$ cat config.mk
export PLATFORM = sky130hd
export DESIGN_NAME = pdm_power_ctrl
export DESIGN_NICKNAME = d
export VERILOG_FILES = /design/src/hdl/pdm_pkg.sv /design/src/hdl/pdm_settle_counter.sv /design/src/hdl/pdm_power_ctrl.sv
export SDC_FILE = /design/constraint.sdc
export NUM_CORES = 1
export LEC_CHECK = 0
export BUFFER_PORTS_ARGS = -buffer_cell sky130_fd_sc_hd__buf_2
export CORE_MARGIN = 1.5
export CORE_UTILIZATION = 53
export CTS_BUF_LIST = sky130_fd_sc_hd__clkbuf_2 sky130_fd_sc_hd__clkbuf_4 sky130_fd_sc_hd__clkbuf_8
export CTS_CLUSTER_DIAMETER = 50
export DETAILED_ROUTE_END_ITERATION = 10
export GPL_TIMING_DRIVEN = 0
export HOLD_SLACK_MARGIN = 0.05
export PLACE_DENSITY = 0.86
export RECOVER_POWER = 100
export REMOVE_ABC_BUFFERS = 1
export SLEW_MARGIN = 20
export SYNTH_ARGS = -nofsm -noshare
export SYNTH_HDL_FRONTEND = slang
export SYNTH_HIERARCHICAL = 1
export SYNTH_SLANG_ARGS = --single-unit
$ cat constraint.sdc
create_clock -name ref_clk_in -period 2.7 [get_ports ref_clk_in]
set_clock_uncertainty 0.2 [all_clocks]
set_input_delay 0.405 -clock ref_clk_in [delete_from_list [all_inputs] [get_ports ref_clk_in]]
set_output_delay 0.405 -clock ref_clk_in [all_outputs]
set_load 0.01 [all_outputs]
$ cat src/hdl/pdm_pkg.sv
// Function
// halt enters sleep when standby_select is 0, software standby when 1
// standby_select stays 1 after standby exit; only a software write of 0 clears it (code: reset and hardware standby also clear it)
// wait_time_select picks 8192..131072 settle states; 11x is illegal
// software should pick a wait of at least 8 ms with a crystal
// sleep halts cpu, keeps registers; transfer engine, refresh, peripherals run
// enabled unmasked interrupt ends sleep; disabled or masked ones do not
// low chip_init_pin_n in sleep goes straight to reset state
// software standby halts clocks, resets engine and peripherals, keeps cpu and ram
// standby entry initialises refresh_counter and control bits 7 and 6
// nmi or irq wake starts oscillator, waits settle count, then interrupt handling
// irq with enable cleared or cpu mask set does not end software standby
// reset pin low in standby clocks at once; reset handling on its rise
// nonmaskable_edge_select picks falling edge when 0, rising edge when 1
// ports hold their states during software standby
// low hw_standby_pin_n forces hardware standby, resets all but ram, ports float
// software clears internal_memory_enable before hardware standby to keep ram
// boot_mode_pins must stay unchanged during hardware standby
// standby pin rise with reset low starts oscillator; reset rise starts execution
// outside drives reset low before standby low; exits standby then reset
// settle counter counts clocks from restart, releases clock at selected count
package pdm_pkg;
	localparam logic [1:0] ADDR_SYSCTL   = 2'h0;
	localparam logic [1:0] ADDR_STATUS   = 2'h1;
	localparam int         BIT_SSEL      = 7;
	localparam int         BIT_WAIT_HI   = 6;
	localparam int         BIT_WAIT_LO   = 4;
	localparam int         BIT_NMIEDGE   = 2;
	localparam int         BIT_MEMEN     = 0;
	localparam logic [7:0] SYSCTL_RESET  = 8'h0b;
	localparam int         SETTLE_BASE   = 8192;
	localparam int         IRQ_COUNT     = 3;
	typedef enum logic [2:0] {
		PDM_RUN      = 3'b000,
		PDM_SLEEP    = 3'b001,
		PDM_SWSTBY   = 3'b010,
		PDM_SETTLE   = 3'b011,
		PDM_RESET    = 3'b100,
		PDM_HWSTBY   = 3'b101
	} pdm_state_t;
endpackage : pdm_pkg

$ cat src/hdl/pdm_settle_counter.sv
`timescale 1ns/1ps
module pdm_settle_counter #(
	parameter int BASE = pdm_pkg::SETTLE_BASE
) (
	input  wire logic       ref_clk_in,
	input  wire logic       arst_n_in,
	input  wire logic       start_in,
	input  wire logic [2:0] sel_in,
	output logic            done_out
);
	import pdm_pkg::*;
	typedef struct packed {
		logic        run;
		logic [17:0] cnt;
		logic        done;
	} pdm_cnt_t;
	pdm_cnt_t st;
	pdm_cnt_t next_st;
	logic [17:0] limit;

	// 10x both mean 131072; 11x is illegal and treated the same
	always_comb begin
		if (sel_in[2]) begin
			limit = 18'(BASE * 16);
		end else begin
			limit = 18'(BASE) << sel_in[1:0];
		end
	end

	always_comb begin
		next_st = st;
		next_st.done = 1'b0;
		if (start_in) begin
			next_st.run = 1'b1;
			next_st.cnt = 18'h00001;
		end else if (st.run) begin
			if (st.cnt >= limit) begin
				next_st.run = 1'b0;
				next_st.done = 1'b1;
			end else begin
				next_st.cnt = st.cnt + 18'h00001;
			end
		end
	end

	always_ff @(posedge ref_clk_in or negedge arst_n_in) begin
		if (!arst_n_in) begin
			st <= '0;
		end else begin
			st <= next_st;
		end
	end

	assign done_out = st.done;
endmodule : pdm_settle_counter

$ cat src/hdl/pdm_power_ctrl.sv
// Our own choices: the address-and-strobe port and the placing of the registers.
`timescale 1ns/1ps
module pdm_power_ctrl (
	input  wire logic                          ref_clk_in,
	input  wire logic                          arst_n_in,
	input  wire logic [1:0]                    addr_in,
	input  wire logic [7:0]                    wdata_in,
	input  wire logic                          wr_in,
	input  wire logic                          rd_in,
	output logic [7:0]                         rdata_out,
	input  wire logic                          halt_exec_in,
	input  wire logic                          periph_irq_in,
	input  wire logic                          periph_irq_en_in,
	input  wire logic                          cpu_mask_in,
	input  wire logic                          nmi_pin_in,
	input  wire logic [pdm_pkg::IRQ_COUNT-1:0] external_interrupt_pins_in,
	input  wire logic [pdm_pkg::IRQ_COUNT-1:0] irq_enable_in,
	input  wire logic                          chip_init_pin_n_in,
	input  wire logic                          hw_standby_pin_n_in,
	output logic                               cpu_halt_out,
	output logic                               sys_clk_en_out,
	output logic                               osc_run_out,
	output logic                               periph_run_out,
	output logic                               periph_reset_out,
	output logic                               refresh_init_out,
	output logic                               ports_hold_out,
	output logic                               ports_float_out,
	output logic                               irq_entry_out,
	output logic                               reset_entry_out,
	output logic                               nmi_flag_out
);
	import pdm_pkg::*;
	typedef struct packed {
		pdm_state_t state;
		logic [7:0] sysctl;
		logic       nmi_prev;
		logic       cpu_halt;
		logic       clk_en;
		logic       osc_run;
		logic       p_run;
		logic       p_rst;
		logic       rf_init;
		logic       hold;
		logic       flt;
		logic       irq_ent;
		logic       rst_ent;
		logic       nmi_flag;
		logic [7:0] rdata;
	} pdm_ctrl_t;
	pdm_ctrl_t st;
	pdm_ctrl_t next_st;
	logic      nmi_edge;
	logic      irq_wake;
	logic      sleep_wake;
	logic      settle_start;
	logic      settle_done;

	////////////////////////////////////////////////////////////////////////
	// wake sources
	always_comb begin
		// edge select: 0 falling, 1 rising
		if (st.sysctl[BIT_NMIEDGE]) begin
			nmi_edge = nmi_pin_in & ~st.nmi_prev;
		end else begin
			nmi_edge = ~nmi_pin_in & st.nmi_prev;
		end
		// irq pins are active low; enable off or cpu mask blocks wake
		irq_wake = |(~external_interrupt_pins_in & irq_enable_in)
			& ~cpu_mask_in;
		sleep_wake = nmi_edge | irq_wake
			| (periph_irq_in & periph_irq_en_in & ~cpu_mask_in);
	end

	assign settle_start = (st.state == PDM_SWSTBY) && chip_init_pin_n_in
		&& hw_standby_pin_n_in && (nmi_edge || irq_wake);

	pdm_settle_counter #(
		.BASE(SETTLE_BASE)
	) u_settle (
		.ref_clk_in (ref_clk_in),
		.arst_n_in  (arst_n_in),
		.start_in   (settle_start),
		.sel_in     (st.sysctl[BIT_WAIT_HI:BIT_WAIT_LO]),
		.done_out   (settle_done)
	);

	////////////////////////////////////////////////////////////////////////
	// state machine and register file
	always_comb begin
		next_st = st;
		next_st.nmi_prev = nmi_pin_in;
		next_st.irq_ent = 1'b0;
		next_st.rst_ent = 1'b0;
		next_st.rf_init = 1'b0;
		next_st.rdata = 8'h00;
		if (nmi_edge) begin
			next_st.nmi_flag = 1'b1;
		end
		if (wr_in && addr_in == ADDR_SYSCTL) begin
			// standby_select changes through this write or a load of SYSCTL_RESET in reset or hardware standby
			next_st.sysctl = wdata_in;
		end else if (wr_in && addr_in == ADDR_STATUS && wdata_in[0]) begin
			next_st.nmi_flag = nmi_edge;
		end
		if (rd_in) begin
			case (addr_in)
				ADDR_SYSCTL: begin
					next_st.rdata = st.sysctl;
				end
				ADDR_STATUS: begin
					next_st.rdata = {4'h0, st.nmi_flag, st.state};
				end
				default: begin
					next_st.rdata = 8'h00;
				end
			endcase
		end
		if (!hw_standby_pin_n_in) begin
			// everything but on-chip memory resets, ports float
			next_st.state = PDM_HWSTBY;
			next_st.sysctl = SYSCTL_RESET;
			next_st.nmi_flag = 1'b0;
		end else begin
			case (st.state)
				PDM_RUN: begin
					if (!chip_init_pin_n_in) begin
						next_st.state = PDM_RESET;
					end else if (halt_exec_in) begin
						if (st.sysctl[BIT_SSEL]) begin
							next_st.state = PDM_SWSTBY;
							next_st.rf_init = 1'b1;
						end else begin
							next_st.state = PDM_SLEEP;
						end
					end
				end
				PDM_SLEEP: begin
					if (!chip_init_pin_n_in) begin
						next_st.state = PDM_RESET;
					end else if (sleep_wake) begin
						next_st.state = PDM_RUN;
						next_st.irq_ent = 1'b1;
					end
				end
				PDM_SWSTBY: begin
					if (!chip_init_pin_n_in) begin
						next_st.state = PDM_RESET;
					end else if (settle_start) begin
						next_st.state = PDM_SETTLE;
					end
				end
				PDM_SETTLE: begin
					if (!chip_init_pin_n_in) begin
						next_st.state = PDM_RESET;
					end else if (settle_done) begin
						next_st.state = PDM_RUN;
						next_st.irq_ent = 1'b1;
					end
				end
				PDM_RESET: begin
					next_st.sysctl = SYSCTL_RESET;
					if (chip_init_pin_n_in) begin
						next_st.state = PDM_RUN;
						next_st.rst_ent = 1'b1;
					end
				end
				PDM_HWSTBY: begin
					// pin rises: oscillator runs while reset held low
					next_st.state = PDM_RESET;
				end
				default: begin
					next_st.state = PDM_RUN;
				end
			endcase
		end
		case (next_st.state)
			PDM_RUN: begin
				{next_st.cpu_halt, next_st.clk_en, next_st.osc_run} = 3'b011;
				{next_st.p_run, next_st.p_rst} = 2'b10;
				{next_st.hold, next_st.flt} = 2'b00;
			end
			PDM_SLEEP: begin
				{next_st.cpu_halt, next_st.clk_en, next_st.osc_run} = 3'b111;
				{next_st.p_run, next_st.p_rst} = 2'b10;
				{next_st.hold, next_st.flt} = 2'b00;
			end
			PDM_SWSTBY: begin
				{next_st.cpu_halt, next_st.clk_en, next_st.osc_run} = 3'b100;
				{next_st.p_run, next_st.p_rst} = 2'b01;
				{next_st.hold, next_st.flt} = 2'b10;
			end
			PDM_SETTLE: begin
				{next_st.cpu_halt, next_st.clk_en, next_st.osc_run} = 3'b101;
				{next_st.p_run, next_st.p_rst} = 2'b01;
				{next_st.hold, next_st.flt} = 2'b10;
			end
			PDM_RESET: begin
				// clocks supplied at once while reset held
				{next_st.cpu_halt, next_st.clk_en, next_st.osc_run} = 3'b111;
				{next_st.p_run, next_st.p_rst} = 2'b01;
				{next_st.hold, next_st.flt} = 2'b00;
			end
			default: begin
				{next_st.cpu_halt, next_st.clk_en, next_st.osc_run} = 3'b100;
				{next_st.p_run, next_st.p_rst} = 2'b01;
				{next_st.hold, next_st.flt} = 2'b01;
			end
		endcase
	end

	always_ff @(posedge ref_clk_in or negedge arst_n_in) begin
		if (!arst_n_in) begin
			st <= '{state: PDM_RESET, sysctl: SYSCTL_RESET, nmi_prev: 1'b1,
				cpu_halt: 1'b1, clk_en: 1'b1, osc_run: 1'b1, p_run: 1'b0,
				p_rst: 1'b1, rf_init: 1'b0, hold: 1'b0, flt: 1'b0,
				irq_ent: 1'b0, rst_ent: 1'b0, nmi_flag: 1'b0,
				rdata: 8'h00};
		end else begin
			st <= next_st;
		end
	end

	assign rdata_out        = st.rdata;
	assign cpu_halt_out     = st.cpu_halt;
	assign sys_clk_en_out   = st.clk_en;
	assign osc_run_out      = st.osc_run;
	assign periph_run_out   = st.p_run;
	assign periph_reset_out = st.p_rst;
	assign refresh_init_out = st.rf_init;
	assign ports_hold_out   = st.hold;
	assign ports_float_out  = st.flt;
	assign irq_entry_out    = st.irq_ent;
	assign reset_entry_out  = st.rst_ent;
	assign nmi_flag_out     = st.nmi_flag;
endmodule : pdm_power_ctrl

# Word level (Yosys, flattened, before mapping)

Index checks and enable logic that the tools add are counted.

Bitwise logic cells: 12
Equal/unequal tests: 12
Add/subtract/negate cells: 1
Shifts and indexed selects: 1
Reductions and logical operators: 15
Multiplexer cells: 43
Order comparisons: 1

Operator list:

| operator                                                                | count |
|---|---|
| 18-bit 2-to-1 mux                                                       | 2 |
| 3-bit 2-to-1 mux                                                        | 9 |
| 8-bit 2-to-1 mux                                                        | 3 |
| 20-bit 2-to-1 mux                                                       | 1 |
| 5-bit one-hot mux with 4 select lines                                   | 1 |
| 1-bit 2-to-1 mux                                                        | 19 |
| 19-bit 2-to-1 mux                                                       | 1 |
| 18-bit by 1-bit adder with 18-bit output, second input constant         | 1 |
| 18-bit >= comparator                                                    | 1 |
| 3-bit one-hot mux with 6 select lines                                   | 1 |
| 14-bit by 2-bit left shift with 18-bit output, first input constant     | 1 |
| 8-bit one-hot mux with 2 select lines                                   | 1 |
| 3-bit by 2-bit equality test with 1-bit output, second input constant   | 4 |
| 11-bit 2-to-1 mux                                                       | 1 |
| 3-bit equality test, second input constant                              | 3 |
| 3-bit by 1-bit equality test with 1-bit output, second input constant   | 2 |
| 1-bit logical AND                                                       | 6 |
| 3-bit zero test                                                         | 2 |
| 3-bit OR reduction                                                      | 2 |
| 1-bit AND                                                               | 5 |
| 2-bit 2-to-1 mux                                                        | 2 |
| 2-bit one-hot mux with 2 select lines                                   | 1 |
| 3-bit AND                                                               | 1 |
| 3-bit by 1-bit inequality test with 1-bit output, second input constant | 1 |
| 11 further kinds                                                        | 14 |

Output and inout port bits: 19
Flip-flop bits (word level): 51
Input bits: 27
Word-level logic and storage cells: 103

# Depth between registers and ports, before layout

Depth after elaboration: 13
Mapped depth: 9
Mapped depth without buffers: 7

# Hierarchy

The synthesis kept the hierarchy.

By module, submodules not included:

| module             | times used | seq. area each (µm²) | cells each | area each (µm²) |
|---|---|---|---|---|
| pdm_settle_counter | 1          | 500.5                | 146        | 1387.6 |
| pdm_power_ctrl     | 1          | 787.0                | 134        | 1368.8 |

# Least setup slack after synthesis

OpenSTA, ideal clock, no wires.

Path kind: register -> register
Start point: register st[24] (netlist name)
End point: register u_settle/st[17] (netlist name)
Period minus slack after synthesis: 2.491 ns
Cell stages (with the launch flop): 8
Data required time: 2.375 ns
Buffers on the path: 1
Library setup time: 0.125 ns
Arrival: 2.166 ns
Slack: 0.209 ns
Cells stage by stage: dfrtp_1 -> or3_1 -> ha_1 -> o211ai_2 -> nand3_4 -> buf_2 -> a211oi_1 -> mux2_2

Longest elaborated chain between the ends: 5

RTL lines:

| item                                          | RTL line                 | text |
|---|---|---|
| start, declared                               | pdm_power_ctrl.sv:50     | `pdm_ctrl_t st;` |
| start signal, assigned                        | pdm_power_ctrl.sv:213    | `st <= '{state: PDM_RESET, sysctl: SYSCTL_RESET, nmi_prev: 1'b1,` |
| start signal, assigned                        | pdm_power_ctrl.sv:219    | `st <= next_st;` |
| 14-bit by 2-bit left shift with 18-bit output | pdm_settle_counter.sv:26 | `limit = 18'(BASE) << sel_in[1:0];` |
| 18-bit 2-to-1 mux                             | pdm_settle_counter.sv:23 | `if (sel_in[2]) begin` |
| 18-bit >= comparator                          | pdm_settle_counter.sv:37 | `if (st.cnt >= limit) begin` |
| 2-bit inequality test (no line)               | -                        |  |
| 2-bit AND reduction (no line)                 | -                        |  |
| end signal, assigned                          | pdm_settle_counter.sv:50 | `st <= next_st;` |
| end, declared                                 | pdm_settle_counter.sv:17 | `pdm_cnt_t st;` |

Every way passes these cells.
A chain may end at the register's enable or synchronous reset.

# Worst setup path in the final report

Start point: register st[26] (netlist name)
End point: register u_settle/st[18] (netlist name)

Longest elaborated chain between the ends: 4

RTL lines:

| item                            | RTL line |
|---|---|
| 18-bit 2-to-1 mux               | pdm_settle_counter.sv:23 |
| 18-bit >= comparator            | pdm_settle_counter.sv:37 |
| 2-bit inequality test (no line) | - |
| 2-bit AND reduction (no line)   | - |

Every way passes these cells.

==> key figures <==
Status
  – Status: complete, no violations

Clocking
  – Root buf cell: clkbuf_8
  – CTS tree: built
  – H-tree levels: 2
  – CTS sink cnt: 51
  – Clock slew at reported path FFs: 0.10 ns
  – Cts bufs inserted: 5
  – Clock latency on the worst-skew pair: 0.31 ns
  – CTS max path bufs: 2

Die
  – Core Region: 5070 sq um
  – Number of I/O pins: 46
  – Total Die Area: 5640 sq um
  – # rows: 26
  – Die Y: 75.1 microns
  – DIE WIDTH: 75.1 microns
  – Starting Density: 0.543

Yosys
  – Post-synthesis cell count: 280
  – Netlist area before placement: 2760 sq um
  – Top cells by area, synth: dfrtp_1 38%, dfstp_2 8.6%, nand2_1 4.4%
  – Synth top area share: 0.381
  – Synth top cells by count: 42 x dfrtp_1, 32 x nand2_1, 27 x nor2_1
  – Syn_area_per_cell: 9.84 sq um
  – Synth warn: 6
  – Register bit count reported by yosys: 51
  – Fraction of registers with async set/reset: 1.00
  – Register area share after synthesis: 0.467
  – Number of enable flip-flop cells after synthesis: 0
  – Netlist cell types: 52
  – Dominant cell type by area after synthesis: dfrtp_1
  – Most common cell in the synthesized netlist: dfrtp_1
  – Top FF cell, synth: dfrtp_1

Final layout
  – Filler cells: 398
  – Share of cells above drive strength 1: 0.254
  – Multi-input logic area: 1470 sq um
  – Number of diodes: 0
  – FF+latch area: 1290 sq um
  – Nets: 364
  – P&R area growth vs syn: 21.0%
  – Post-layout util: 0.657

Setup path
  – Crit Path Category: flop to flop
  – RR Endpoint: u_settle/st[18]
  – End of the critical path: u_settle/st[18]
  – WP data required: 2.71 ns
  – Worst setup EP type: flop
  – R2R Path Start: st[26]
  – R2R cell count: 7
  – CP Launch Point: st[26]
  – CP Launch Type: flop
  – Worst reg2reg setup slack: 0.03 ns
  – CP max FO: 6
  – CP arrival: 2.68 ns

Timing
  – Transition time of the tightest slew-check pin: 1.24 ns
  – Final slew viol count: 0
  – Final total negative setup slack: 0 ns
  – Minimum clock period: 2.67 ns
  – Fin. Hold Viols: 0
  – Setup violators final: 0
  – Ratio of final minimum period to clock period: 0.990
  – Slew headroom: 0.170
  – F_max: 374 MHz

Pwr
  – VDD IR max: 0.000237 V
  – Logic pwr share: 0.071
  – Pwr dens: 437 nW/um^2
  – Net Sw Power: 344 uW
  – Net Sw Frac: 0.236
  – Pleak: 0.00145 uW
  – Int Pwr: 1110 uW
  – Sequential share of power: 0.544
  – Clock share of power: 0.385

Drt
  – Total number of vias: 2,295
  – Routed Antenna Nets: 0
  – Wirelength per Cell: 16.1 microns
  – Starting DRT DRC Count: 227
  – First-pass DRT Iterations: 4
  – Remaining DRCs: 0
  – DR vias/cell: 5.72
  – Total detailed-routing wirelength: 6470 microns

Place
  – Detailed Place HPWL: 3700 microns
  – I/O Buffers: 45
  – Placer Congestion: 0.853

Global routing
  – Initial antenna violation count: 0
  – Overall global routing resource usage: 0.214
  – Number of global-route vias before repair: 2,047
  – Grt total ovfl: 0
  – Largest net degree at the start of global routing: 52
  – Global-route wire length before repair: 9140 microns

Flow run
  – Max Cap Viol: 0

Worst hold path
  – Hold WC Path Type: input port to flop
## sequential cells by signal (all words and copies together) (netlist names)
register	cells
ports_float_out	1
refresh_init_out	1
cpu_halt_out	1
st	12
periph_reset_out	1
irq_entry_out	1
u_settle/st	19
osc_run_out	1
u_settle/done_out	1
ports_hold_out	1
reset_entry_out	1
periph_run_out	1
nmi_flag_out	1
rdata_out	8
sys_clk_en_out	1
## cell usage in the layout, fill, tap and decap left out, types with 5 or more instances in the layout
cell,netlist,layout
and3_1,8,8
o21ai_0,6,5
ha_1,7,6
dfstp_2,9,8
a21oi_1,17,17
nor2b_1,16,16
nand2_1,32,32
nand3_1,14,14
clkbuf_8,0,5
mux2_2,10,7
dfrtp_1,42,41
buf_2,5,22
nor2_1,27,27
clkbuf_1,4,22
buf_4,8,8
inv_1,10,9
nand2b_1,5,5
mux2_1,6,6
## per-layer routing
| layer | GRT usage | routed length, microns |
|---|---|---|
| met4 | 0.0848 | 193 |
| met3 | 0.0455 | 371 |
| met2 | 0.337 | 3050 |
| met1 | 0.289 | 2860 |
| met5 | 0 | 0 |
## power by group through the flow
stage / logic (uW) / clock network, uW / registers [uW]
3_3_place_gp: 97.0 / 0 / 805
4_1_cts: 101 / 562 / 791
6_report: 103 / 561 / 791
2_1_floorplan: 38.0 / 0 / 809
5_1_grt: 115 / 598 / 794
3_5_place_dp: 99.7 / 0 / 805
## worst max-delay path, stage by stage (launching register included)
cell and delay (ns):
dfrtp_1 0.43, or3_4 0.41, ha_4 0.23, o211ai_4 0.30, nand3_4 0.23, buf_6 0.19
a211oi_2 0.23, mux2_2 0.35
## worst min path at each step
stage                         end  cells after the start  slack [ns]   startpoint
CTS                        st[21]                      3         0.1  wdata_in[1]
global route               st[21]                      3         0.1  wdata_in[1]
floorplan           irq_entry_out                      0       -0.09    arst_n_in
finish                     st[21]                      3        0.10  wdata_in[1]
global placement           st[23]                      2        0.28       st[23]
detailed placement         st[21]                      2        0.28       st[21]
## cell type report
type,count,share of cell area
clock buffer,6,0.0229
clock inverter,2,0.0116
inverter,10,0.0124
multi-input combinational,203,0.442
sequential,51,0.386
tap,70,0.0263
timing repair buffer,58,0.0961
timing repair inverter,1,0.00225
## what timing repair did
item | CTS | global route
hold buffers | 1 | 1
gates resized for setup | 5 | 20
gates cloned | 1 | 2
endpoints found under the setup margin | 16 | 10
setup buffers | 6 | 5
hold endpoints to repair | 1 | 42
pin swaps | 1 | 9
## kinds of logic after synthesis
group,share of synthesized area
buffers and inverters,0.0540
adders and majority gates,0.0318
and+or+nand+nor,0.247
AOI/OAI and AO/OA,0.120
DFF,0.467
muxes,0.0799
## stage by stage
stage | area [sq um] | setup WS [ns] | std cells | power, uW | hold slack [ns]
final | 3330 | 0.0272 | 401 | 1460 | 0.101
after global routing | 3330 | -0.0375 | 401 | 1510 | 0.0988
after CTS | 3160 | 0.00333 | 393 | 1450 | 0.0954
after detailed placement | 2960 | -0.128 | 377 | 905 | 0.280
after global placement | 2960 | -0.0159 | 377 | 902 | 0.279
after floorplan | 2650 | 0.148 | 262 | 847 | -0.0906
Power figures use the tool's default switching activity.
